$ cat src/erx_pkg.sv
// constants, carriers and state codes of the rx operation-mode control block
// assumes one clock domain; all inputs come from logic on that clock
package erx_pkg;
    // --------------------------------------------------------------
    // register offsets
    // --------------------------------------------------------------
    localparam logic [7:0] OFS_OPMODE = 8'h00;
    localparam logic [7:0] OFS_STATUS = 8'h04;
    localparam logic [7:0] OFS_MASK = 8'h08;
    localparam logic [7:0] OFS_RXBASE = 8'h0C;
    localparam logic [7:0] OFS_CURPOS = 8'h10;
    // --------------------------------------------------------------
    // field positions
    // --------------------------------------------------------------
    localparam int B_SR = 1;
    localparam int B_OSF = 2;
    localparam int B_RTC = 3;
    localparam int B_FUF = 6;
    localparam int B_FEF = 7;
    localparam int B_HWFC = 8;
    localparam int B_RSF = 25;
    localparam int B_RBU = 7;
    localparam int B_RPS = 8;
    // --------------------------------------------------------------
    // reset values and masks
    // --------------------------------------------------------------
    localparam logic [31:0] OPMODE_RST = 32'h0000_0000;
    localparam logic [31:0] OPMODE_WMASK = 32'h0200_01DE;
    localparam logic [31:0] STATUS_BITS = 32'h0000_0180;
    localparam logic [31:0] WORD_RST = 32'h0000_0000;
    // --------------------------------------------------------------
    // receive thresholds in bytes
    // --------------------------------------------------------------
    localparam logic [15:0] THR_C0 = 16'h0040;
    localparam logic [15:0] THR_C1 = 16'h0020;
    localparam logic [15:0] THR_C2 = 16'h0060;
    localparam logic [15:0] THR_C3 = 16'h0080;
    localparam logic [15:0] MIN_FRAME = 16'h0040;
    // --------------------------------------------------------------
    // carriers
    // --------------------------------------------------------------
    typedef struct packed {
        logic crc_err;
        logic collision;
        logic rx_err;
        logic giant;
        logic watchdog;
        logic overflow;
        logic runt;
        logic part_ovf;
        logic [15:0] len;
    } erx_frame_s;
    typedef enum logic [2:0] {
        RX_STOPPED, RX_FETCH, RX_RUNNING, RX_SUSPENDED, RX_XFER
    } erx_rxst_e;
    typedef struct packed {
        logic [31:0] opmode;
        logic [31:0] status;
        logic [31:0] mask;
        logic [31:0] rxbase;
        logic [31:0] curpos;
        logic [31:0] nextpos;
        logic [31:0] rdata;
        logic fresh;
        logic handed;
        logic fc_on;
        logic drop;
        logic keep;
        erx_rxst_e rxst;
    } erx_state_s;
endpackage
$ cat src/erx_opmode_ctrl.sv
// rx fifo / dma operation-mode control: register port, frame filter, threshold request,
// flow control, tx second-frame gate and rx dma start/stop process.
// assumes the fifo, mac path and descriptor engine sit outside on the same clock.
// Contract
// hw flow control follows fifo fill level only while its enable is set
// error frames dropped when error forwarding is off
// error frame already handed to read side in threshold mode is kept
// error forwarding on passes all frames except runt errors; code still drops partial-overflow and, with R6 off, undersized good frames
// partial frame hit by fifo overflow is always dropped
// undersized good frames forwarded when undersized forwarding is on
// frames under 64 bytes dropped when off, unless already handed; code keeps error frames under 64 bytes while error forwarding is on
// request dma when fifo frame bytes exceed threshold, or frame complete
// threshold codes 00,01,10,11 select 64,32,96,128 bytes
// software avoids code 11 with a 128-byte fifo
// threshold only used while store-and-forward is off
// second-frame bit lets tx dma start before first status returns
// start enters running and fetches from base or retained position
// no owned descriptor suspends reception and sets status bit 7
// software sets list base before start, starts only when stopped
// stop takes effect after current frame; next position kept
// stop honoured only while running or suspended
// reserved bits 5 and 0 ignore writes and read zero
//
// The plain strobed port and the placing of the registers were chosen for this implementation.
`timescale 1ns/1ps
`default_nettype none
module erx_opmode_ctrl #(
    parameter int FILL_W = 12,
    parameter logic [FILL_W-1:0] FC_ON_LVL = 12'hC00,
    parameter logic [FILL_W-1:0] FC_OFF_LVL = 12'h800
) (
    // clock and reset
    input wire logic ref_clk,
    input wire logic rstn,
    // register port
    input wire logic [7:0] reg_addr,
    input wire logic [31:0] reg_wdata,
    input wire logic reg_wr,
    input wire logic reg_rd,
    output logic [31:0] reg_rdata,
    output logic irq,
    // receive fifo side
    input wire logic [FILL_W-1:0] fifo_fill,
    input wire logic rx_sof,
    input wire logic [15:0] rx_bytes,
    input wire logic rx_full_frame,
    input wire logic rx_eof,
    input wire erx_pkg::erx_frame_s rx_frame,
    output logic frame_drop,
    output logic frame_keep,
    output logic flow_ctrl,
    output logic dma_req,
    // descriptor engine
    output logic desc_req,
    output logic [31:0] desc_addr,
    input wire logic desc_ack,
    input wire logic desc_own,
    input wire logic [31:0] desc_next,
    input wire logic desc_poll,
    input wire logic xfer_done,
    output logic rx_running,
    // transmit side
    input wire logic tx_frame_ready,
    input wire logic tx_status_pending,
    output logic tx_start_ok
);
    import erx_pkg::*;

    erx_state_s s_r;
    erx_state_s s_nxt;
    logic sr;
    logic rx_store_forward;
    logic fef;
    logic fwd_undersized_good;
    logic [15:0] thr;
    logic over_thr;
    logic err;
    logic dma_act;

    // --------------------------------------------------------------
    // decode of control fields
    // --------------------------------------------------------------
    assign sr = s_r.opmode[B_SR];
    assign rx_store_forward = s_r.opmode[B_RSF];
    assign fef = s_r.opmode[B_FEF];
    assign fwd_undersized_good = s_r.opmode[B_FUF];

    always_comb begin
        case (s_r.opmode[B_RTC+:2])
            2'b00: thr = THR_C0;
            2'b01: thr = THR_C1;
            2'b10: thr = THR_C2;
            default: thr = THR_C3;
        endcase
    end

    // store-and-forward ignores the threshold entirely
    assign over_thr = !rx_store_forward && (rx_bytes > thr);
    assign dma_act = (s_r.rxst == RX_RUNNING) || (s_r.rxst == RX_XFER);
    assign err = rx_frame.crc_err | rx_frame.collision | rx_frame.rx_err |
                 rx_frame.giant | rx_frame.watchdog | rx_frame.overflow;

    // --------------------------------------------------------------
    // outputs
    // --------------------------------------------------------------
    assign dma_req = dma_act && (rx_full_frame || over_thr);
    assign tx_start_ok = tx_frame_ready &&
                         (!tx_status_pending || s_r.opmode[B_OSF]);
    assign desc_req = (s_r.rxst == RX_FETCH);
    assign desc_addr = s_r.curpos;
    assign rx_running = dma_act;
    assign reg_rdata = s_r.rdata;
    assign frame_drop = s_r.drop;
    assign frame_keep = s_r.keep;
    assign flow_ctrl = s_r.fc_on;
    assign irq = |(s_r.status & s_r.mask);

    // --------------------------------------------------------------
    // next state
    // --------------------------------------------------------------
    always_comb begin
        s_nxt = s_r;
        s_nxt.drop = 1'b0;
        s_nxt.keep = 1'b0;
        s_nxt.rdata = WORD_RST;
        if (reg_wr) begin
            if (reg_addr == OFS_OPMODE) begin
                s_nxt.opmode = reg_wdata & OPMODE_WMASK;
            end else if (reg_addr == OFS_MASK) begin
                s_nxt.mask = reg_wdata & STATUS_BITS;
            end else if (reg_addr == OFS_RXBASE) begin
                s_nxt.rxbase = reg_wdata;
                s_nxt.fresh = 1'b1;
            end
        end
        if (reg_rd) begin
            if (reg_addr == OFS_OPMODE) begin
                s_nxt.rdata = s_r.opmode;
            end else if (reg_addr == OFS_STATUS) begin
                s_nxt.rdata = s_r.status;
                s_nxt.status = WORD_RST;
            end else if (reg_addr == OFS_MASK) begin
                s_nxt.rdata = s_r.mask;
            end else if (reg_addr == OFS_RXBASE) begin
                s_nxt.rdata = s_r.rxbase;
            end else if (reg_addr == OFS_CURPOS) begin
                s_nxt.rdata = s_r.curpos;
            end
        end
        // hysteresis keeps pause frames from chattering at one level
        if (!s_r.opmode[B_HWFC]) begin
            s_nxt.fc_on = 1'b0;
        end else if (fifo_fill >= FC_ON_LVL) begin
            s_nxt.fc_on = 1'b1;
        end else if (fifo_fill < FC_OFF_LVL) begin
            s_nxt.fc_on = 1'b0;
        end
        // start pointer counts as handed once the threshold request fired
        if (rx_sof) begin
            s_nxt.handed = 1'b0;
        end else if (dma_act && over_thr) begin
            s_nxt.handed = 1'b1;
        end
        if (rx_eof) begin
            if (rx_frame.part_ovf) begin
                s_nxt.drop = 1'b1;
            end else if (s_r.handed) begin
                s_nxt.keep = 1'b1;
            end else if (rx_frame.runt) begin
                s_nxt.drop = 1'b1;
            end else if (err) begin
                s_nxt.keep = fef;
                s_nxt.drop = !fef;
            end else if (rx_frame.len < MIN_FRAME) begin
                s_nxt.keep = fwd_undersized_good;
                s_nxt.drop = !fwd_undersized_good;
            end else begin
                s_nxt.keep = 1'b1;
            end
        end
        case (s_r.rxst)
            RX_STOPPED: begin
                if (sr) begin
                    s_nxt.rxst = RX_FETCH;
                    if (s_r.fresh) begin
                        s_nxt.curpos = s_r.rxbase;
                    end
                    s_nxt.fresh = 1'b0;
                end
            end
            RX_FETCH: begin
                if (desc_ack) begin
                    if (desc_own) begin
                        s_nxt.rxst = RX_RUNNING;
                        s_nxt.nextpos = desc_next;
                    end else begin
                        s_nxt.rxst = RX_SUSPENDED;
                        s_nxt.status[B_RBU] = 1'b1;
                    end
                end
            end
            RX_RUNNING: begin
                if (!sr) begin
                    s_nxt.rxst = RX_STOPPED;
                    s_nxt.status[B_RPS] = 1'b1;
                end else if (dma_req) begin
                    s_nxt.rxst = RX_XFER;
                end
            end
            RX_SUSPENDED: begin
                if (!sr) begin
                    s_nxt.rxst = RX_STOPPED;
                    s_nxt.status[B_RPS] = 1'b1;
                end else if (desc_poll) begin
                    s_nxt.rxst = RX_FETCH;
                end
            end
            RX_XFER: begin
                // a stop mid-frame waits here until the transfer ends
                if (xfer_done) begin
                    s_nxt.curpos = s_r.nextpos;
                    if (!sr) begin
                        s_nxt.rxst = RX_STOPPED;
                        s_nxt.status[B_RPS] = 1'b1;
                    end else begin
                        s_nxt.rxst = RX_FETCH;
                    end
                end
            end
            default: s_nxt.rxst = RX_STOPPED;
        endcase
    end

    always_ff @(posedge ref_clk) begin
        if (!rstn) begin
            s_r <= '{opmode: OPMODE_RST, status: WORD_RST, mask: WORD_RST,
                     rxbase: WORD_RST, curpos: WORD_RST, nextpos: WORD_RST,
                     rdata: WORD_RST, fresh: 1'b1, handed: 1'b0, fc_on: 1'b0,
                     drop: 1'b0, keep: 1'b0, rxst: RX_STOPPED};
        end else begin
            s_r <= s_nxt;
        end
    end

    // --------------------------------------------------------------
    // assertions
    // --------------------------------------------------------------
    property p_fc;
        @(posedge ref_clk) disable iff (!rstn)
        (s_r.opmode[B_HWFC] && fifo_fill >= FC_ON_LVL) |=> flow_ctrl;
    endproperty
    a_fc: assert property (p_fc) else $error("flow control wrong");

    property p_fc_off;
        @(posedge ref_clk) disable iff (!rstn)
        !s_r.opmode[B_HWFC] |=> !flow_ctrl;
    endproperty
    a_fc_off: assert property (p_fc_off) else $error("flow control while off");

    property p_err_drop;
        @(posedge ref_clk) disable iff (!rstn)
        (rx_eof && err && !fef && !s_r.handed && !rx_frame.part_ovf) |=>
        (frame_drop && !frame_keep);
    endproperty
    a_err_drop: assert property (p_err_drop) else $error("error frame kept");

    property p_handed;
        @(posedge ref_clk) disable iff (!rstn)
        (rx_eof && s_r.handed && !rx_frame.part_ovf) |=> frame_keep;
    endproperty
    a_handed: assert property (p_handed) else $error("handed frame dropped");

    property p_fef;
        @(posedge ref_clk) disable iff (!rstn)
        (rx_eof && fef && !rx_frame.runt && !rx_frame.part_ovf) |=> frame_keep;
    endproperty
    a_fef: assert property (p_fef) else $error("forwarded frame dropped");

    property p_ovf;
        @(posedge ref_clk) disable iff (!rstn)
        (rx_eof && rx_frame.part_ovf) |=> (frame_drop && !frame_keep);
    endproperty
    a_ovf: assert property (p_ovf) else $error("overflowed frame kept");

    property p_under;
        @(posedge ref_clk) disable iff (!rstn)
        (rx_eof && !err && !rx_frame.runt && !rx_frame.part_ovf && !s_r.handed &&
         rx_frame.len < MIN_FRAME) |=> (frame_keep == $past(fwd_undersized_good));
    endproperty
    a_under: assert property (p_under) else $error("undersized handling wrong");

    property p_short_drop;
        @(posedge ref_clk) disable iff (!rstn)
        (rx_eof && !err && !rx_frame.runt && !rx_frame.part_ovf && !s_r.handed && !fwd_undersized_good &&
         rx_frame.len < MIN_FRAME) |=> frame_drop;
    endproperty
    a_short_drop: assert property (p_short_drop) else $error("short frame kept");

    property p_thr;
        @(posedge ref_clk) disable iff (!rstn)
        (dma_act && !rx_store_forward && s_r.opmode[B_RTC+:2] == 2'b10 && !rx_full_frame) |->
        (dma_req == (rx_bytes > 16'h0060));
    endproperty
    a_thr: assert property (p_thr) else $error("threshold 96 wrong");

    property p_thr32;
        @(posedge ref_clk) disable iff (!rstn)
        (dma_act && !rx_store_forward && s_r.opmode[B_RTC+:2] == 2'b01 && !rx_full_frame) |->
        (dma_req == (rx_bytes > 16'h0020));
    endproperty
    a_thr32: assert property (p_thr32) else $error("threshold 32 wrong");

    property p_rsf;
        @(posedge ref_clk) disable iff (!rstn)
        (rx_store_forward && !rx_full_frame) |-> !dma_req;
    endproperty
    a_rsf: assert property (p_rsf) else $error("threshold used in sf mode");

    property p_osf;
        @(posedge ref_clk) disable iff (!rstn)
        (tx_frame_ready && tx_status_pending) |-> (tx_start_ok == s_r.opmode[B_OSF]);
    endproperty
    a_osf: assert property (p_osf) else $error("second frame gate wrong");

    property p_start;
        @(posedge ref_clk) disable iff (!rstn)
        (s_r.rxst == RX_STOPPED && sr) |=> desc_req;
    endproperty
    a_start: assert property (p_start) else $error("start did not fetch");

    property p_base;
        @(posedge ref_clk) disable iff (!rstn)
        (s_r.rxst == RX_STOPPED && sr && s_r.fresh) |=> (desc_addr == $past(s_r.rxbase));
    endproperty
    a_base: assert property (p_base) else $error("fetch not from list base");

    property p_rbu;
        @(posedge ref_clk) disable iff (!rstn)
        (desc_req && desc_ack && !desc_own) |=>
        (s_r.rxst == RX_SUSPENDED && s_r.status[B_RBU]);
    endproperty
    a_rbu: assert property (p_rbu) else $error("no suspend on empty list");

    property p_stop_wait;
        @(posedge ref_clk) disable iff (!rstn)
        (s_r.rxst == RX_XFER && !xfer_done) |=> (s_r.rxst == RX_XFER);
    endproperty
    a_stop_wait: assert property (p_stop_wait) else $error("left frame early");

    property p_next_pos;
        @(posedge ref_clk) disable iff (!rstn)
        (s_r.rxst == RX_XFER && xfer_done) |=> (desc_addr == $past(s_r.nextpos));
    endproperty
    a_next_pos: assert property (p_next_pos) else $error("next position lost");

    property p_stop;
        @(posedge ref_clk) disable iff (!rstn)
        (s_r.rxst == RX_RUNNING && !sr) |=> !rx_running;
    endproperty
    a_stop: assert property (p_stop) else $error("stop ignored while running");

    property p_rsvd;
        @(posedge ref_clk) disable iff (!rstn)
        (reg_rd && reg_addr == OFS_OPMODE) |=> (reg_rdata[5] == 1'b0 && reg_rdata[0] == 1'b0);
    endproperty
    a_rsvd: assert property (p_rsvd) else $error("reserved bit set");

    c_start: cover property (@(posedge ref_clk) disable iff (!rstn)
        s_r.rxst == RX_STOPPED ##1 s_r.rxst == RX_FETCH ##[1:20] s_r.rxst == RX_RUNNING);
    c_susp: cover property (@(posedge ref_clk) disable iff (!rstn)
        s_r.rxst == RX_SUSPENDED ##[1:20] s_r.rxst == RX_FETCH);
    c_xfer: cover property (@(posedge ref_clk) disable iff (!rstn)
        s_r.rxst == RX_XFER ##[1:50] s_r.rxst == RX_STOPPED);
    c_fc: cover property (@(posedge ref_clk) disable iff (!rstn)
        flow_ctrl ##[1:50] !flow_ctrl);
    c_handed: cover property (@(posedge ref_clk) disable iff (!rstn)
        s_r.handed && rx_eof ##1 frame_keep);
endmodule
`default_nettype wire

$ cat config.mk
export PLATFORM = sky130hd
export DESIGN_NAME = erx_opmode_ctrl
export DESIGN_NICKNAME = d
export VERILOG_FILES = /design/src/erx_pkg.sv /design/src/erx_opmode_ctrl.sv
export SDC_FILE = /design/constraint.sdc
export NUM_CORES = 1
export LEC_CHECK = 0
export BUFFER_PORTS_ARGS = -buffer_cell sky130_fd_sc_hd__clkbuf_2
export CAP_MARGIN = 15
export CORE_MARGIN = 10
export CORE_UTILIZATION = 51
export DETAILED_ROUTE_END_ITERATION = 8
export GPL_ROUTABILITY_DRIVEN = 0
export PLACE_DENSITY_LB_ADDON = 0.05
export SLEW_MARGIN = 0
export SYNTH_ARGS = -nofsm -noshare
export SYNTH_HDL_FRONTEND = slang
export SYNTH_SLANG_ARGS = --single-unit
$ cat constraint.sdc
create_clock -name ref_clk -period 2.6 [get_ports ref_clk]
set_clock_uncertainty 0.1 [all_clocks]
set_input_delay 0.26 -clock ref_clk [delete_from_list [all_inputs] [get_ports ref_clk]]
set_output_delay 0.26 -clock ref_clk [all_outputs]
set_load 0.02 [all_outputs]
==> flow_summary.ini <==
[grt]
grt_pass1_vias = 6205
grt_overflow = 0
antenna_found_initial = 0
grt_max_degree = 65
grt.total_usage_pct = 21.5
grt_pass1_wl_um = 31500

[die]
core_mm2 = 0.0128
rows = 41
io_pins = 209
die_height_um = 135
die_w_um = 135
die-area_mm2 = 0.0182
start_util_pct = 52.7

[synth]
ys_async_sr_fraction_pct = 0
synth_top_family_by_area = compound AO/OA/AOI/OAI gates
synth-compound-area-share_pct = 19.1
synth_edf_count = 0
ys_ff_latch = 148
synth-simple-area-share_pct = 17.8
syn_inst = 751
synth_xor_area_share_pct = 0.130
synth_cell_type_count = 48
ys_warn_count = 0
muxShareOfSynthArea_pct = 6.84
syn_area_mm2 = 0.00673
yosysMostFrequentCell = nand2_1
synth_nets = 894
synth_area_leaders = dfxtp_1 (44%), nand2_1 (9.3%), buf_4 (7.5%)
synth_adder_area_share_pct = 1.12
synthFlopType = dfxtp_1
synth_top_cell_by_area = dfxtp_1
avgSynthCellArea_um2 = 8.96
yosys.area.top_type_share_pct = 44.0
yosys-top-cells-count = nand2_1 (167), dfxtp_1 (148), buf_4 (67)
ys_seq_area_share_pct = 44.0

[placement]
dp_hpwl_um = 13200
place_ws_ns = 0.237
io_buffers = 192
dp.cells = 1015

[cts]
cts_root_buffer = clkbuf_16
cts_buffers = 17
cts_tree = built
clock_latency_ns = 0.42
cts-htree-levels = 4
cts_buffer_depth = 2
clk_pin_slew_worst_paths_ns = 0.05
cts_sinks = 148

[drt]
wl_per_cell_um = 17.7
drtPass1Iterations = 5
route.detailed.drc = 0
ant_nets = 0
vias = 5899
routed_wl_um = 19700
drt_iter0_markers = 365
viasPerCell = 5.30

[pwr]
powerDensity_mw_per_mm2 = 594
vdd_drop_max_v = 0.000578
switching_power_mw = 1.20
clkPwrFrac_pct = 43.5
seqPwrFrac_pct = 46.1
power.leakage_nw = 3.82
p_int_mw = 3.95
power_frac_comb_pct = 10.5
switching_share_pct = 23.2
p_total_mw = 5.15

[sta]
setup_tns_ns = -0.0623
min_period_over_period_pct = 102
period_minus_slack_ns = 2.66
worst_slew_pin_slew_ns = 0.571
setup_viol = 1
slew_violations = 0
rsz0062_at_grt = yes
hold_viol = 0
fin_ws_ns = -0.0623
clock.fmax_ghz = 0.376
relSlewSlack_pct = 61.7

[cells_and_area]
fillers = 1025
drive_above_1_share_pct = 27.7
final_cells = 1114
n_antenna_cell = 0
synthToLayoutAreaGrowth_pct = 28.7
final_nets = 1073

[setup_path]
slowest_stage = dfxtp_4
max_stage_delay_ns = 0.37
worst_setup_path_end_kind = primary output
path_class = flip-flop to primary output
crit_required_ns = 2.24
worstPathArrival_ns = 2.30
cp_max_fo = 4
startpoint_type = flip-flop
path_cells = ha_2, inv_2, ha_4, nor2b_4, a221oi_4, o211ai_1, a21oi_2, nor3_2, buf_4

[run_status]
status = finished, violations left
violations = setup timing

[flow_run]
max-cap-violations = 0

[hold_path]
hold_path.class = input port to flip-flop
[per-stage QoR]
stage,hold slack [ns],instance area [µm²],util (%)
after detailed placement,0.330,7350,57.5
after global placement,0.326,7350,57.5
after global routing,0.0122,8660,67.8
final,0.0103,8660,67.8
after CTS,0.00185,8590,67.3
after floorplan,0.236,6730,-
[sequential cells by signal, indices dropped and copies added, names as in the netlist]
name and flops:
frame_drop 1, fef 1, desc_addr 32, flow_ctrl 1
reg_rdata 32, rx_store_forward 1, frame_keep 1, fwd_undersized_good 1
s_r 78
[placed cells by master (no fill, tap or decap), drive strengths merged, types with 3 or more instances in the layout]
cell	count
a21boi	65
a21oi	11
a22oi	30
a31oi	4
and2	3
and3	3
buf	21
clkbuf	218
dfxtp	148
dlygate4sd3	64
ha	6
inv	6
mux2i	46
nand2	167
nand2b	3
nand3	3
nand4b	4
nor2	40
nor2b	18
nor3	4
nor3b	3
nor4	7
o211a	32
o21ai	4
o2bb2ai	6
[worst max-delay path: cells and delay by family, from the launching register on]
kind | cells | cell delay [ns]
AOI/OAI and AO/OA | 3 | 0.53
adders and majority gates | 2 | 0.46
DFF | 1 | 0.37
and+or+nand+nor | 2 | 0.29
buffers and inverters | 2 | 0.22
[final cells by class]
class	instances	area, µm²	area share [%]
Clock inverter	3	17.5	0.202
Multi-Input combinational cell	482	3130	36.2
Timing Repair Buffer	275	1770	20.5
Inverter	6	25.0	0.289
Tap cell	172	215	2.48
Clock buffer	28	527	6.08
Sequential cell	148	2970	34.3
[power by group through the flow]
stage / Sequential [mW] / Clock [mW] / Combinational (mW)
after global placement: 2.42 / 0 / 0.434
after floorplan: 2.39 / 0 / 0.284
final: 2.37 / 2.24 / 0.539
after detailed placement: 2.42 / 0 / 0.446
after global routing: 2.38 / 2.37 / 0.594
after CTS: 2.37 / 2.27 / 0.526
[cell families (layout without fill, tap and decap cells)]
kind of cell    count (synthesis)  count (layout)
xor+xnor                        1               1
buf+inv                       121             312
flops                         148             148
fa+ha+maj                       6               6
mux                            46              46
compound gates                163             163
simple gates                  266             266
[path summary, 6_finish.rpt]
path	depth (start not counted)	slack (ns)	startpoint	end
worst max register to register	10	0.31	s_r[204]$_SDFFE_PN0P_	s_r[0]$_SDFFE_PN0P_
worst max-delay path	9	-0.06	s_r[204]$_SDFFE_PN0P_	dma_req
worst min-delay path	3	0.01	desc_next[8]	s_r[48]$_SDFFE_PN0P_
worst min register to register	2	0.36	s_r[71]$_SDFFE_PN0P_	s_r[71]$_SDFFE_PN0P_
[what timing repair did]
| action | 4_1_cts | 5_1_grt |
|---|---|---|
| gates resized for setup | 15 | 10 |
| hold buffers | 64 | 0 |
| buffers inserted | 2 | 2 |
| endpoints found under the setup margin | 1 | 1 |
| endpoints found under the hold margin | 64 | 0 |
| pin swaps | 6 | 6 |
[per-layer routing]
layer  wire, µm  global-route usage, %  vias to the layer above  part of all wire, %
met3       1210                   5.27                       20                  6.1
met2      10300                   39.5                      193                   52
met1       7960                   23.4                     2820                   40
li1           -                      -                     2866                    -
met5          0                      0                        -                    0
met4        304                   7.44                        0                  1.5
Power figures use the tool's default switching activity.
